[config.mk]
export PLATFORM = sky130hd
export DESIGN_NAME = ccd_decoder
export DESIGN_NICKNAME = d
export VERILOG_FILES = /design/src/logic/ccd_pkg.sv /design/src/logic/ccd_decoder.sv
export SDC_FILE = /design/constraint.sdc
export NUM_CORES = 1
export LEC_CHECK = 0
export BUFFER_PORTS_ARGS = -buffer_cell sky130_fd_sc_hd__buf_4
export CAP_MARGIN = 40
export CORE_ASPECT_RATIO = 0.9
export CORE_UTILIZATION = 30
export CTS_CLUSTER_DIAMETER = 200
export DETAILED_ROUTE_END_ITERATION = 10
export GPL_ROUTABILITY_DRIVEN = 0
export PLACE_DENSITY = 0.6
export SETUP_SLACK_MARGIN = 0.15
export SLEW_MARGIN = 20
export SYNTH_ARGS = -nofsm -noshare
export SYNTH_HDL_FRONTEND = slang
export SYNTH_SLANG_ARGS = --single-unit
[constraint.sdc]
create_clock -name clock -period 4.3 [get_ports clock]
set_input_delay 0.645 -clock clock [delete_from_list [all_inputs] [get_ports clock]]
set_output_delay 0.645 -clock clock [all_outputs]
set_load 0.01 [all_outputs]
[src/logic/ccd_pkg.sv]
// Package for the configuration command decoder: opcodes, sizes, timing, carriers
package ccd_pkg;
  localparam logic [7:0] OP_JUMP = 8'h7e;
  localparam logic [7:0] OP_FLASH_BRIDGE = 8'h3a;
  localparam logic [7:0] OP_PORT_WIDTH = 8'hd9;
  localparam logic [7:0] OP_BANK_RELEASE = 8'h54;
  localparam logic [7:0] OP_PUBKEY_PROG = 8'h59;
  localparam logic [7:0] OP_PUBKEY_READ = 8'h5a;
  localparam logic [7:0] OP_SEC_BOOT = 8'h7f;
  localparam logic [7:0] OP_DRYRUN_SIG = 8'h5d;
  localparam logic [7:0] OP_BUSY_POLL = 8'hf0;
  localparam logic [7:0] OP_RESTART = 8'h79;
  localparam int IR_W = 8;
  localparam int OPND_W = 24;
  localparam int SEC_BOOT_W = 32;
  localparam int PUBKEY_W = 32;
  localparam int DR_W = 32;
  // Operand fields
  localparam int BANK_RIGHT_BIT = 1;
  localparam int BANK_LEFT_BIT = 0;
  localparam logic [1:0] WIDTH_SINGLE = 2'h0;
  localparam logic [1:0] WIDTH_DUAL = 2'h1;
  localparam logic [1:0] WIDTH_QUAD = 2'h2;
  localparam int WIDTH_LSB = 0;
  // Reset values
  localparam logic [SEC_BOOT_W-1:0] SEC_BOOT_RST = 32'h0000_0000;
  localparam logic [IR_W-1:0] IR_RST = 8'h30;
  // Timing
  localparam int CLK_MHZ = 25;
  localparam int RESTART_PULSE_NS = 200;
  localparam int RESTART_CYC = (RESTART_PULSE_NS * CLK_MHZ + 999) / 1000;

  typedef struct packed {
    logic tck;
    logic tms;
    logic tdi;
  } ccd_tap_in_s;

  typedef struct packed {
    logic done;
    logic [PUBKEY_W-1:0] data;
  } ccd_nv_rsp_s;

  typedef enum logic [3:0] {
    TS_RESET, TS_IDLE, TS_SEL_DR, TS_CAP_DR, TS_SH_DR, TS_EX1_DR, TS_PAU_DR, TS_EX2_DR,
    TS_UPD_DR, TS_SEL_IR, TS_CAP_IR, TS_SH_IR, TS_EX1_IR, TS_PAU_IR, TS_EX2_IR, TS_UPD_IR
  } ccd_tap_e;
endpackage : ccd_pkg

[src/logic/ccd_decoder.sv]
// Configuration command decoder behind the test port
`timescale 1ns/100ps
// Overview of operation
// - Opcode 7E loads its 24-bit operand as the new boot memory fetch address.
// - Opcode 3A connects the host flash port through to on-chip flash, a long operation.
// - Opcode D9 sets the slave serial port to single, dual or quad width per operand.
// - Opcode 54 releases right banks on operand bit 1 and left banks on operand bit 0.
// - Opcode 59 programs the signature public key as a delayed, polled operation.
// - Opcode 5A returns the stored public key to the host.
// - Opcode 7F takes 32 data bits to replace the default secondary boot address.
// - Opcode 5D shifts out the dry-run user signature shadow register.
// - A loaded instruction executes on the first test-clock rise in Run-Test/Idle, or is dropped if busy is set then.
// - A nullified instruction acts on nothing yet keeps its register in the scan path.
// - Opcode 79 restarts configuration as if the program request pin were toggled.
module ccd_decoder (
  input wire logic clock,
  input wire logic rst,
  input wire ccd_pkg::ccd_tap_in_s tap_in,
  output logic tdo,
  output logic tdo_oe,
  input wire logic nullify,
  input wire logic [ccd_pkg::PUBKEY_W-1:0] dryrun_sig,
  input wire ccd_pkg::ccd_nv_rsp_s nv_rsp,
  output logic nv_prog_start,
  output logic [ccd_pkg::PUBKEY_W-1:0] nv_prog_data,
  output logic flash_bridge_en,
  output logic [ccd_pkg::OPND_W-1:0] boot_addr,
  output logic boot_jump,
  output logic [1:0] serial_port_width,
  output logic bank_right_release,
  output logic bank_left_release,
  output logic [ccd_pkg::SEC_BOOT_W-1:0] sec_boot_addr,
  output logic restart_req,
  output logic busy
);
  import ccd_pkg::*;

  ////////////////////////////////////////////////////////////////////////////
  // Pin synchronisers and test clock edge detect
  logic [2:0] sync1_ff, sync2_ff;
  logic tck_d_ff;
  logic tck_rise, tck_fall, tms_s, tdi_s;
  always_ff @(posedge clock) begin
    if (rst) begin
      sync1_ff <= 3'h0;
      sync2_ff <= 3'h0;
      tck_d_ff <= 1'b0;
    end else begin
      sync1_ff <= tap_in;
      sync2_ff <= sync1_ff;
      tck_d_ff <= sync2_ff[2];
    end
  end
  assign tck_rise = sync2_ff[2] & ~tck_d_ff;
  assign tck_fall = ~sync2_ff[2] & tck_d_ff;
  assign tms_s = sync2_ff[1];
  assign tdi_s = sync2_ff[0];

  ////////////////////////////////////////////////////////////////////////////
  // Test controller
  ccd_tap_e tap_ff, nxt_tap;
  always_comb begin
    nxt_tap = tap_ff;
    if (tck_rise) begin
      case (tap_ff)
        TS_RESET: nxt_tap = tms_s ? TS_RESET : TS_IDLE;
        TS_IDLE: nxt_tap = tms_s ? TS_SEL_DR : TS_IDLE;
        TS_SEL_DR: nxt_tap = tms_s ? TS_SEL_IR : TS_CAP_DR;
        TS_CAP_DR: nxt_tap = tms_s ? TS_EX1_DR : TS_SH_DR;
        TS_SH_DR: nxt_tap = tms_s ? TS_EX1_DR : TS_SH_DR;
        TS_EX1_DR: nxt_tap = tms_s ? TS_UPD_DR : TS_PAU_DR;
        TS_PAU_DR: nxt_tap = tms_s ? TS_EX2_DR : TS_PAU_DR;
        TS_EX2_DR: nxt_tap = tms_s ? TS_UPD_DR : TS_SH_DR;
        TS_UPD_DR: nxt_tap = tms_s ? TS_SEL_DR : TS_IDLE;
        TS_SEL_IR: nxt_tap = tms_s ? TS_RESET : TS_CAP_IR;
        TS_CAP_IR: nxt_tap = tms_s ? TS_EX1_IR : TS_SH_IR;
        TS_SH_IR: nxt_tap = tms_s ? TS_EX1_IR : TS_SH_IR;
        TS_EX1_IR: nxt_tap = tms_s ? TS_UPD_IR : TS_PAU_IR;
        TS_PAU_IR: nxt_tap = tms_s ? TS_EX2_IR : TS_PAU_IR;
        TS_EX2_IR: nxt_tap = tms_s ? TS_UPD_IR : TS_SH_IR;
        TS_UPD_IR: nxt_tap = tms_s ? TS_SEL_DR : TS_IDLE;
        default: nxt_tap = TS_RESET;
      endcase
    end
  end

  ////////////////////////////////////////////////////////////////////////////
  // Instruction and data shift paths, execution
  logic [IR_W-1:0] ir_sh_ff, nxt_ir_sh, ir_ff, nxt_ir;
  logic [DR_W-1:0] dr_ff, nxt_dr;
  logic [PUBKEY_W-1:0] pubkey_ff, nxt_pubkey;
  logic null_ff, nxt_null, exec_done_ff, nxt_exec_done;
  logic tdo_ff, nxt_tdo, tdo_oe_ff, nxt_tdo_oe;
  logic nv_start_ff, nxt_nv_start, bridge_ff, nxt_bridge, jump_ff, nxt_jump;
  logic [OPND_W-1:0] boot_ff, nxt_boot;
  logic [1:0] width_ff, nxt_width;
  logic rel_r_ff, nxt_rel_r, rel_l_ff, nxt_rel_l;
  logic [SEC_BOOT_W-1:0] sec_ff, nxt_sec;
  logic busy_ff, nxt_busy, pend_nv_ff, nxt_pend_nv;
  logic [$clog2(RESTART_CYC+1)-1:0] rst_cnt_ff, nxt_rst_cnt;

  // Instructions whose data register captures read data
  function automatic logic is_read_op(input logic [IR_W-1:0] op);
    return (op == OP_PUBKEY_READ) || (op == OP_DRYRUN_SIG) || (op == OP_BUSY_POLL);
  endfunction : is_read_op

  always_comb begin
    nxt_ir_sh = ir_sh_ff;
    nxt_ir = ir_ff;
    nxt_dr = dr_ff;
    nxt_pubkey = pubkey_ff;
    nxt_null = null_ff;
    nxt_exec_done = exec_done_ff;
    nxt_tdo = tdo_ff;
    nxt_tdo_oe = tdo_oe_ff;
    nxt_nv_start = 1'b0;
    nxt_jump = 1'b0;
    nxt_bridge = bridge_ff;
    nxt_boot = boot_ff;
    nxt_width = width_ff;
    nxt_rel_r = rel_r_ff;
    nxt_rel_l = rel_l_ff;
    nxt_sec = sec_ff;
    nxt_busy = busy_ff;
    nxt_pend_nv = pend_nv_ff;
    nxt_rst_cnt = (rst_cnt_ff != '0) ? rst_cnt_ff - 1'b1 : rst_cnt_ff;
    // Long operations end on the response from the store or flash side
    if (pend_nv_ff && nv_rsp.done) begin
      nxt_pend_nv = 1'b0;
      nxt_pubkey = nv_prog_data;
      nxt_busy = bridge_ff;
    end
    if (bridge_ff && nv_rsp.done && !pend_nv_ff) begin
      nxt_bridge = 1'b0;
      nxt_busy = 1'b0;
    end
    if (tck_fall) begin
      nxt_tdo_oe = (tap_ff == TS_SH_DR) || (tap_ff == TS_SH_IR);
      nxt_tdo = (tap_ff == TS_SH_IR) ? ir_sh_ff[0] : dr_ff[0];
    end
    if (tck_rise) begin
      case (tap_ff)
        TS_RESET: begin
          nxt_ir = IR_RST;
          nxt_null = 1'b0;
        end
        TS_CAP_IR: nxt_ir_sh = {{(IR_W-2){1'b0}}, 2'h1};
        TS_SH_IR: nxt_ir_sh = {tdi_s, ir_sh_ff[IR_W-1:1]};
        TS_UPD_IR: begin
          nxt_ir = ir_sh_ff;
          nxt_null = nullify;
          nxt_exec_done = 1'b0;
        end
        TS_CAP_DR: begin
          // Nullified: no capture, register left as is
          if (!null_ff) begin
            case (ir_ff)
              OP_PUBKEY_READ: nxt_dr = pubkey_ff;
              OP_DRYRUN_SIG: nxt_dr = dryrun_sig;
              OP_BUSY_POLL: nxt_dr = {{(DR_W-1){1'b0}}, busy_ff};
              default: nxt_dr = dr_ff;
            endcase
          end
        end
        // Shift stays live even when nullified
        TS_SH_DR: nxt_dr = {tdi_s, dr_ff[DR_W-1:1]};
        TS_UPD_DR: nxt_exec_done = 1'b0;
        TS_IDLE: begin
          // Refused command is dropped, so it cannot fire on a later rise
          if (busy_ff) begin
            nxt_exec_done = 1'b1;
          end
          // One execution per visit to Run-Test/Idle, refused while busy
          if (!exec_done_ff && !null_ff && !busy_ff && !is_read_op(ir_ff)) begin
            nxt_exec_done = 1'b1;
            case (ir_ff)
              OP_JUMP: begin
                nxt_boot = dr_ff[OPND_W-1:0];
                nxt_jump = 1'b1;
              end
              OP_FLASH_BRIDGE: begin
                nxt_bridge = 1'b1;
                nxt_busy = 1'b1;
              end
              OP_PORT_WIDTH: nxt_width = dr_ff[WIDTH_LSB +: 2];
              OP_BANK_RELEASE: begin
                nxt_rel_r = rel_r_ff | dr_ff[BANK_RIGHT_BIT];
                nxt_rel_l = rel_l_ff | dr_ff[BANK_LEFT_BIT];
              end
              OP_PUBKEY_PROG: begin
                nxt_nv_start = 1'b1;
                nxt_pend_nv = 1'b1;
                nxt_busy = 1'b1;
              end
              OP_SEC_BOOT: nxt_sec = dr_ff[SEC_BOOT_W-1:0];
              OP_RESTART: nxt_rst_cnt = ($clog2(RESTART_CYC+1))'(RESTART_CYC);
              default: nxt_exec_done = 1'b1;
            endcase
          end
        end
        default: nxt_ir_sh = ir_sh_ff;
      endcase
    end
  end

  always_ff @(posedge clock) begin
    if (rst) begin
      tap_ff <= TS_RESET;
      ir_sh_ff <= '0;
      ir_ff <= IR_RST;
      dr_ff <= '0;
      pubkey_ff <= '0;
      null_ff <= 1'b0;
      exec_done_ff <= 1'b0;
      tdo_ff <= 1'b0;
      tdo_oe_ff <= 1'b0;
      nv_start_ff <= 1'b0;
      bridge_ff <= 1'b0;
      jump_ff <= 1'b0;
      boot_ff <= '0;
      width_ff <= WIDTH_SINGLE;
      rel_r_ff <= 1'b0;
      rel_l_ff <= 1'b0;
      sec_ff <= SEC_BOOT_RST;
      busy_ff <= 1'b0;
      pend_nv_ff <= 1'b0;
      rst_cnt_ff <= '0;
      nv_prog_data <= '0;
      restart_req <= 1'b0;
    end else begin
      tap_ff <= nxt_tap;
      ir_sh_ff <= nxt_ir_sh;
      ir_ff <= nxt_ir;
      dr_ff <= nxt_dr;
      pubkey_ff <= nxt_pubkey;
      null_ff <= nxt_null;
      exec_done_ff <= nxt_exec_done;
      tdo_ff <= nxt_tdo;
      tdo_oe_ff <= nxt_tdo_oe;
      nv_start_ff <= nxt_nv_start;
      bridge_ff <= nxt_bridge;
      jump_ff <= nxt_jump;
      boot_ff <= nxt_boot;
      width_ff <= nxt_width;
      rel_r_ff <= nxt_rel_r;
      rel_l_ff <= nxt_rel_l;
      sec_ff <= nxt_sec;
      busy_ff <= nxt_busy;
      pend_nv_ff <= nxt_pend_nv;
      rst_cnt_ff <= nxt_rst_cnt;
      if (nxt_nv_start) begin
        nv_prog_data <= dr_ff;
      end
      restart_req <= (nxt_rst_cnt != '0);
    end
  end

  assign tdo = tdo_ff;
  assign tdo_oe = tdo_oe_ff;
  assign nv_prog_start = nv_start_ff;
  assign flash_bridge_en = bridge_ff;
  assign boot_addr = boot_ff;
  assign boot_jump = jump_ff;
  assign serial_port_width = width_ff;
  assign bank_right_release = rel_r_ff;
  assign bank_left_release = rel_l_ff;
  assign sec_boot_addr = sec_ff;
  assign busy = busy_ff;
endmodule : ccd_decoder

* Word level (Yosys, flattened, before mapping)
Cells that the tools add are included.
** Storage, ports and cells
- Register bits :: 196
- Bits in latches :: 0
- RAM bits :: 0
- Memory bits (read-only) :: 0
- Bits of input ports :: 71
- Output and inout port bits :: 99
- Logic and storage cells :: 147
- Memories kept :: 0
** Cells by class
- Add/subtract/negate cells :: 1
- $mul :: 0
- Div/mod/pow operators :: 0
- $lt $le $gt $ge :: 0
- Eq/ne operators :: 28
- Shifts and indexed selects :: 0
- Muxes and demuxes :: 49
- Bitwise logic cells :: 9
- Reductions and logical operators :: 35
** Operators with widths (count)
- 32-bit one-hot mux with 3 select lines :: 1
- 32-bit one-hot mux with 2 select lines :: 1
- 8-bit by 7-bit == test with 1-bit output (second input constant) :: 7
- 4-bit one-hot mux with 12 select lines :: 1
- 4-bit == test (second input constant) :: 8
- 32-bit two-way mux :: 1
- 8-bit one-hot mux with 2 select lines :: 2
- 1-bit two-way mux :: 27
- 3-bit two-way mux :: 7
- 4-bit AND reduction :: 5
- 4-bit by 3-bit == test with 1-bit output (second input constant) :: 4
- 8-bit == test (second input constant) :: 2
- 4-bit two-way mux :: 4
- 4-bit by 2-bit == test with 1-bit output (second input constant) :: 2
- 8-bit by 6-bit == test with 1-bit output (second input constant) :: 1
- 2-bit nonzero test :: 4
- 2-bit OR reduction :: 4
- 1-bit logical AND :: 6
- 2-bit two-way mux :: 3
- 3-bit nonzero test :: 2
- 1-bit zero test :: 5
- 1-bit NOT :: 5
- 4-bit by 1-bit == test with 1-bit output (second input constant) :: 1
- 4-bit zero test :: 1
- other kinds (12) :: 18

* Longest topological paths before layout
- Depth in word-level cells :: 9
- Gate-level depth with buffers :: 9
- Mapped depth without buffers :: 6

* Least setup slack after synthesis
No wires, ideal clock.
- Kind :: flip-flop to flip-flop
- Start :: register ir_ff[1]
- End :: register boot_ff[22] (netlist: boot_addr[22])
- Library setup time :: 0.128 ns
- Data arrival time :: 1.775 ns
- Required time :: 4.172 ns
- Slack :: 2.397 ns
- Stages on the path, launching flop included :: 9
- Path buffers :: 3
- Period minus slack after synthesis :: 1.903 ns
- Cell sequence :: dfxtp_1 buf_6 or4_4 o21a_1 buf_6 nand4_4 buf_12 mux2i_1 nor2_1
** On the way
- Longest elaborated chain between the ends :: 6
- Elaborated cells between the ends (all ways) :: 9
- Those cells by class :: 4 x eq/ne; 5 x reduce/logical
** Ends and longest elaborated chain
- start, declared :: line ccd_decoder.sv:89 : logic [IR_W-1:0] ir_sh_ff, nxt_ir_sh, ir_ff, nxt_ir;
- start signal, assigned :: line ccd_decoder.sv:233 : ir_ff <= nxt_ir;
- 8-bit by 7-bit == test with 1-bit output :: line ccd_decoder.sv:104 : return (op == OP_PUBKEY_READ) || (op == OP_DRYRUN_SIG) || (op == OP_BUSY_POLL);
- 1-bit logical OR (2 in a row) :: line ccd_decoder.sv:104
- 1-bit zero test :: line ccd_decoder.sv:174 : if (!exec_done_ff && !null_ff && !busy_ff && !is_read_op(ir_ff)) begin
- 1-bit logical AND :: line ccd_decoder.sv:174
- 4-bit AND reduction (no source line) (*)
- end signal, assigned :: line ccd_decoder.sv:243 : boot_ff <= nxt_boot;
- end, declared :: line ccd_decoder.sv:95 : logic [OPND_W-1:0] boot_ff, nxt_boot;
Mark *: on every way between the ends. The rest lies on a longest branch, timed or not.
A chain may end at the register's enable or synchronous reset.

* Final worst setup path
- Start :: register tap_ff[0]
- End :: register dr_ff[14]
** On the way
- Longest elaborated chain between the ends :: 3
- Elaborated cells between the ends (all ways) :: 7
- Those cells by class :: 4 x eq/ne; 1 x mux; 2 x reduce/logical
** Ends and longest elaborated chain
- start, declared :: line ccd_decoder.sv:61 : ccd_tap_e tap_ff, nxt_tap;
- start signal, assigned :: line ccd_decoder.sv:231 : tap_ff <= nxt_tap;
- 4-bit by 2-bit == test with 1-bit output or 4-bit by 3-bit == test with 1-bit output (tied branches) :: line ccd_decoder.sv:142 : case (tap_ff)
- 4-bit inequality test (no source line) (tied with other cells)
- 4-bit AND reduction (no source line)
- end signal, assigned :: line ccd_decoder.sv:234 : dr_ff <= nxt_dr;
- end, declared :: line ccd_decoder.sv:90 : logic [DR_W-1:0] dr_ff, nxt_dr;
Parallel ways exist; a longest one is shown, timed or not.

==> impl_results.md <==
* Result of the run: finished clean
* Worst-path cell chain: or3b_1 > nor2_4 > buf_4 > nor3_2 > buf_4 > buf_4 > a21oi_1 > a211oi_1
* Post-detailed-route via-to-cell ratio at 5.01
* Average routed wire per standard cell at 16.6 um
* Avg Cell Area, Syn at 8.82 sq um
* Required arrival time at the worst endpoint at 4.64 ns
* Iteration-0 DRC Markers at 452
* Proportion of power drawn by the clock network at 45.5%
* Number of antenna violations at the first check in global routing at 0
* Crit path kind: flip-flop to flip-flop
* Combinational share of power at 4.0%
* Post-Syn Nets at 968
* Seq cells post-synth at 196
* Sw Share at 23.4%
* Worst slack after detailed placement at 1.36 ns
* Data arrival time of the critical path at 3.30 ns
* Clock Pin Slew Worst Setup and Hold Paths at 0.07 ns
* Share of post-route cells with drive strength above 1 at 19.4%
* Power Internal at 2800 uW
* Num ports at 170
* Remaining global-route overflow at 0
* Register area at 3920 sq um
* Clock skew at 0.0135 ns
* Clock buffers created by TritonCTS at 17
* # clock sinks at 196
* Cell area after synthesis at 7890 sq um
* Drc violations at 0
* Buffers inserted during post-CTS setup optimization at 0
* Number of max-capacitance violations reported at 0
* Yosys warnings at 0
* Cell area power density at 374 nW/um^2
* Sort of element at the start of the critical path: flip-flop
* Slew at the pin closest to its max-slew limit at 0.723 ns
* Cell Count Post-Placement at 1316
* Initial Util at 31.0%
* First-pass GRT wire length at 34.9 mm
* Pre-antenna DRT Iters at 5
* Leak Pwr at 0.00397 uW
* Count of H-tree levels built during CTS at 4
* Drt total wl at 22.3 mm
* Final Slew Violations at 0
* Peak supply drop at 0.206 mV
* Most used DFF post-synth: sky130_fd_sc_hd__dfxtp_1
* Total routing usage reported by global routing at 16.5%
* Clock Tree Buf Depth at 2
* Count of flip-flops with a built-in enable after synthesis at 0
* CTS root buffer: sky130_fd_sc_hd__clkbuf_16
* CP max FO at 33
* Number of distinct library cell variants in the gate-level netlist after synthesis at 62
* Cell count after synthesis at 894
* Sequential element share of the synthesized area at 49.8%
* Async set-reset flop share out of synthesis at 0%
* Headroom to the max-slew limit at 51.7%
* Gates resized, CTS repair at 0
* Number of fill cells at 2603
* Setup total negative slack at 0 ns
* Unrepaired setup endpoints after global routing: no
* Maximum number of pins on one net before global-route repair at 99
* Minimum period implied by the final worst setup slack at 2.96 ns
* Port Buf Inserts at 137
* Final core utilization at 38.3%
* Clock tree from TritonCTS: built
* Antenna-violating nets left at 0
* Sequential power share at 50.4%
* Net switching component of the power at 854 uW
* Non-filler instance count after layout at 1348
* Number of diodes added for antenna fixing at 0
* Fin. Hold Viols at 0
* Highest attainable clock frequency at 338 MHz
* Final Total Pwr at 3650 uW
* Width of the chip at 173 um
* Area inside the core boundary at 25500 sq um
* Net count, final at 1067
* Total die area at 26900 sq um
* DP Wirelength at 14.3 mm
* Max stage delay on crit path at 0.77 ns
* Worst-Skew Late Latency at 0.43 ns
* Area growth syn-to-layout at 23.7%
* Most common cell type on the critical path: sky130_fd_sc_hd__buf_4
* Worst setup EP type: flip-flop
* Post-route clock period utilization at 68.8%
* Site Rows at 55
* Die Height at 156 um
* Total vias in the final route at 6754
* Final worst slack at 1.34 ns
* Worst Hold Class: primary input to flip-flop
* CTS Hold Bufs at 0
* Number of global-route vias before repair at 6106
* Critical path's slowest cell: sky130_fd_sc_hd__dfxtp_1
* # setup viols final at 0
* Total area of multi-input combinational cells at 3530 sq um
Yosys cell counts, types with 2 or more instances:
cell type | instances | area share (%)
sky130_fd_sc_hd__nand4_1 | 3 | 0.24
sky130_fd_sc_hd__buf_6 | 9 | 1.3
sky130_fd_sc_hd__nand2b_1 | 4 | 0.32
sky130_fd_sc_hd__o32ai_1 | 3 | 0.33
sky130_fd_sc_hd__buf_2 | 8 | 0.51
sky130_fd_sc_hd__or3b_1 | 2 | 0.22
sky130_fd_sc_hd__and4_1 | 4 | 0.44
sky130_fd_sc_hd__a211oi_1 | 35 | 3.3
sky130_fd_sc_hd__o21ai_1 | 2 | 0.13
sky130_fd_sc_hd__a31oi_1 | 5 | 0.40
sky130_fd_sc_hd__a21oi_1 | 108 | 6.9
sky130_fd_sc_hd__nor2b_1 | 13 | 1.0
sky130_fd_sc_hd__nand2_1 | 144 | 6.9
sky130_fd_sc_hd__nand3b_1 | 2 | 0.19
sky130_fd_sc_hd__dfxtp_1 | 196 | 50
sky130_fd_sc_hd__buf_4 | 7 | 0.67
sky130_fd_sc_hd__nor4_1 | 3 | 0.24
sky130_fd_sc_hd__and2_1 | 4 | 0.32
sky130_fd_sc_hd__ha_1 | 3 | 0.48
sky130_fd_sc_hd__inv_1 | 13 | 0.62
sky130_fd_sc_hd__buf_12 | 2 | 0.51
sky130_fd_sc_hd__xor2_1 | 2 | 0.22
sky130_fd_sc_hd__a211o_1 | 2 | 0.22
sky130_fd_sc_hd__a22oi_1 | 41 | 3.9
sky130_fd_sc_hd__buf_1 | 3 | 0.14
sky130_fd_sc_hd__nand4_4 | 2 | 0.54
sky130_fd_sc_hd__nor3_1 | 4 | 0.25
sky130_fd_sc_hd__clkbuf_1 | 43 | 2.0
sky130_fd_sc_hd__a311oi_1 | 2 | 0.22
sky130_fd_sc_hd__o22ai_1 | 2 | 0.16
sky130_fd_sc_hd__nand4bb_1 | 2 | 0.29
sky130_fd_sc_hd__nor2_1 | 116 | 5.5
sky130_fd_sc_hd__o21ai_0 | 6 | 0.38
sky130_fd_sc_hd__and3_1 | 2 | 0.16
sky130_fd_sc_hd__nand3_1 | 11 | 0.70
sky130_fd_sc_hd__nor3b_1 | 2 | 0.19
sky130_fd_sc_hd__mux2i_1 | 59 | 7.5
power by group through the flow:
stage               clock, uW  sequential, uW  combinational [uW]
floorplan                   0            1880                85.7
global placement            0            1880                 142
detailed placement          0            1880                 148
CTS                      1710            1840                 148
global route             1780            1840                 164
finish                   1660            1840                 147
sequential cells by signal, indices dropped and copies added (netlist names), 2 cells and up:
signal	flops
sync2_ff	3
sync1_ff	3
dr_ff	32
nv_prog_data	32
ir_ff	8
tap_ff	4
pubkey_ff	32
ir_sh_ff	8
boot_addr	24
serial_port_width	2
sec_boot_addr	32
rst_cnt_ff	3
kinds of logic (layout without fill, tap and decap cells):
family	Yosys count	in the layout	synth area share [%]
and+or+nand+nor	330	330	18.9
buffers and inverters	85	197	5.78
AOI/OAI and AO/OA	218	218	17.2
adders and majority gates	3	3	0.476
DFF	196	196	49.8
xor gates and xnor gates	2	2	0.222
muxes	60	60	7.63
final timing paths:
check                         start                     end  slack (ns)  cells past startpoint
min reg2reg  sync1_ff[2]$_SDFF_PP0_  sync2_ff[2]$_SDFF_PP0_        0.44                      1
max          tap_ff[0]$_SDFFE_PP0P_  dr_ff[14]$_SDFFE_PP0P_        1.34                      8
min                       tap_in[2]  sync1_ff[2]$_SDFF_PP0_        0.42                      2
max reg2reg  tap_ff[0]$_SDFFE_PP0P_  dr_ff[14]$_SDFFE_PP0P_        1.34                      8
critical path: cells and delay by family (launching register included):
family,cells,cell delay [ns]
flip-flops,1,0.77
buffers and inverters,3,0.82
AND/OR/NAND/NOR,3,0.89
AO/OA/AOI/OAI,2,0.37
area by class of cell:
type	instances	area share (%)
multi-input combinational	613	36.2
timing repair buffer	152	12.4
clock inverter	13	1.72
tap	342	4.39
clock buffer	19	4.54
sequential	196	40.2
inverter	13	0.500
layout by cell type, fill, tap and decap left out, types with 3 or more instances in the layout:
| master | count |
|---|---|
| sky130_fd_sc_hd__nor2b_1 | 13 |
| sky130_fd_sc_hd__mux2i_1 | 59 |
| sky130_fd_sc_hd__nor2_1 | 115 |
| sky130_fd_sc_hd__o32ai_1 | 3 |
| sky130_fd_sc_hd__clkinv_4 | 3 |
| sky130_fd_sc_hd__nand4_1 | 3 |
| sky130_fd_sc_hd__a21oi_1 | 108 |
| sky130_fd_sc_hd__a22oi_1 | 41 |
| sky130_fd_sc_hd__a31oi_1 | 5 |
| sky130_fd_sc_hd__inv_1 | 13 |
| sky130_fd_sc_hd__inv_6 | 4 |
| sky130_fd_sc_hd__and2_1 | 4 |
| sky130_fd_sc_hd__nand3_1 | 11 |
| sky130_fd_sc_hd__buf_4 | 146 |
| sky130_fd_sc_hd__nand2b_1 | 4 |
| sky130_fd_sc_hd__nand2_1 | 144 |
| sky130_fd_sc_hd__dfxtp_1 | 196 |
| sky130_fd_sc_hd__ha_1 | 3 |
| sky130_fd_sc_hd__nor4_1 | 3 |
| sky130_fd_sc_hd__clkbuf_16 | 17 |
| sky130_fd_sc_hd__o21ai_0 | 6 |
| sky130_fd_sc_hd__and4_1 | 4 |
| sky130_fd_sc_hd__nor3_1 | 3 |
| sky130_fd_sc_hd__a211oi_1 | 35 |
per-stage QoR:
step | area (sq um) | hold WS [ns]
3_3_place_gp | 9050 | 0.420
4_1_cts | 9760 | 0.395
2_1_floorplan | 7890 | 0.414
6_report | 9760 | 0.418
3_5_place_dp | 9150 | 0.422
5_1_grt | 9760 | 0.409
per-layer routing:
| layer | global-route usage (%) | wire length, um | vias to the layer above |
|---|---|---|---|
| met4 | 4.47 | 257 | 0 |
| met2 | 25.7 | 10100 | 198 |
| met1 | 22.7 | 10700 | 3238 |
| met3 | 3.87 | 1300 | 20 |
| li1 | - | - | 3298 |
| met5 | 0 | 0 | - |
Power figures use the tool's default switching activity.
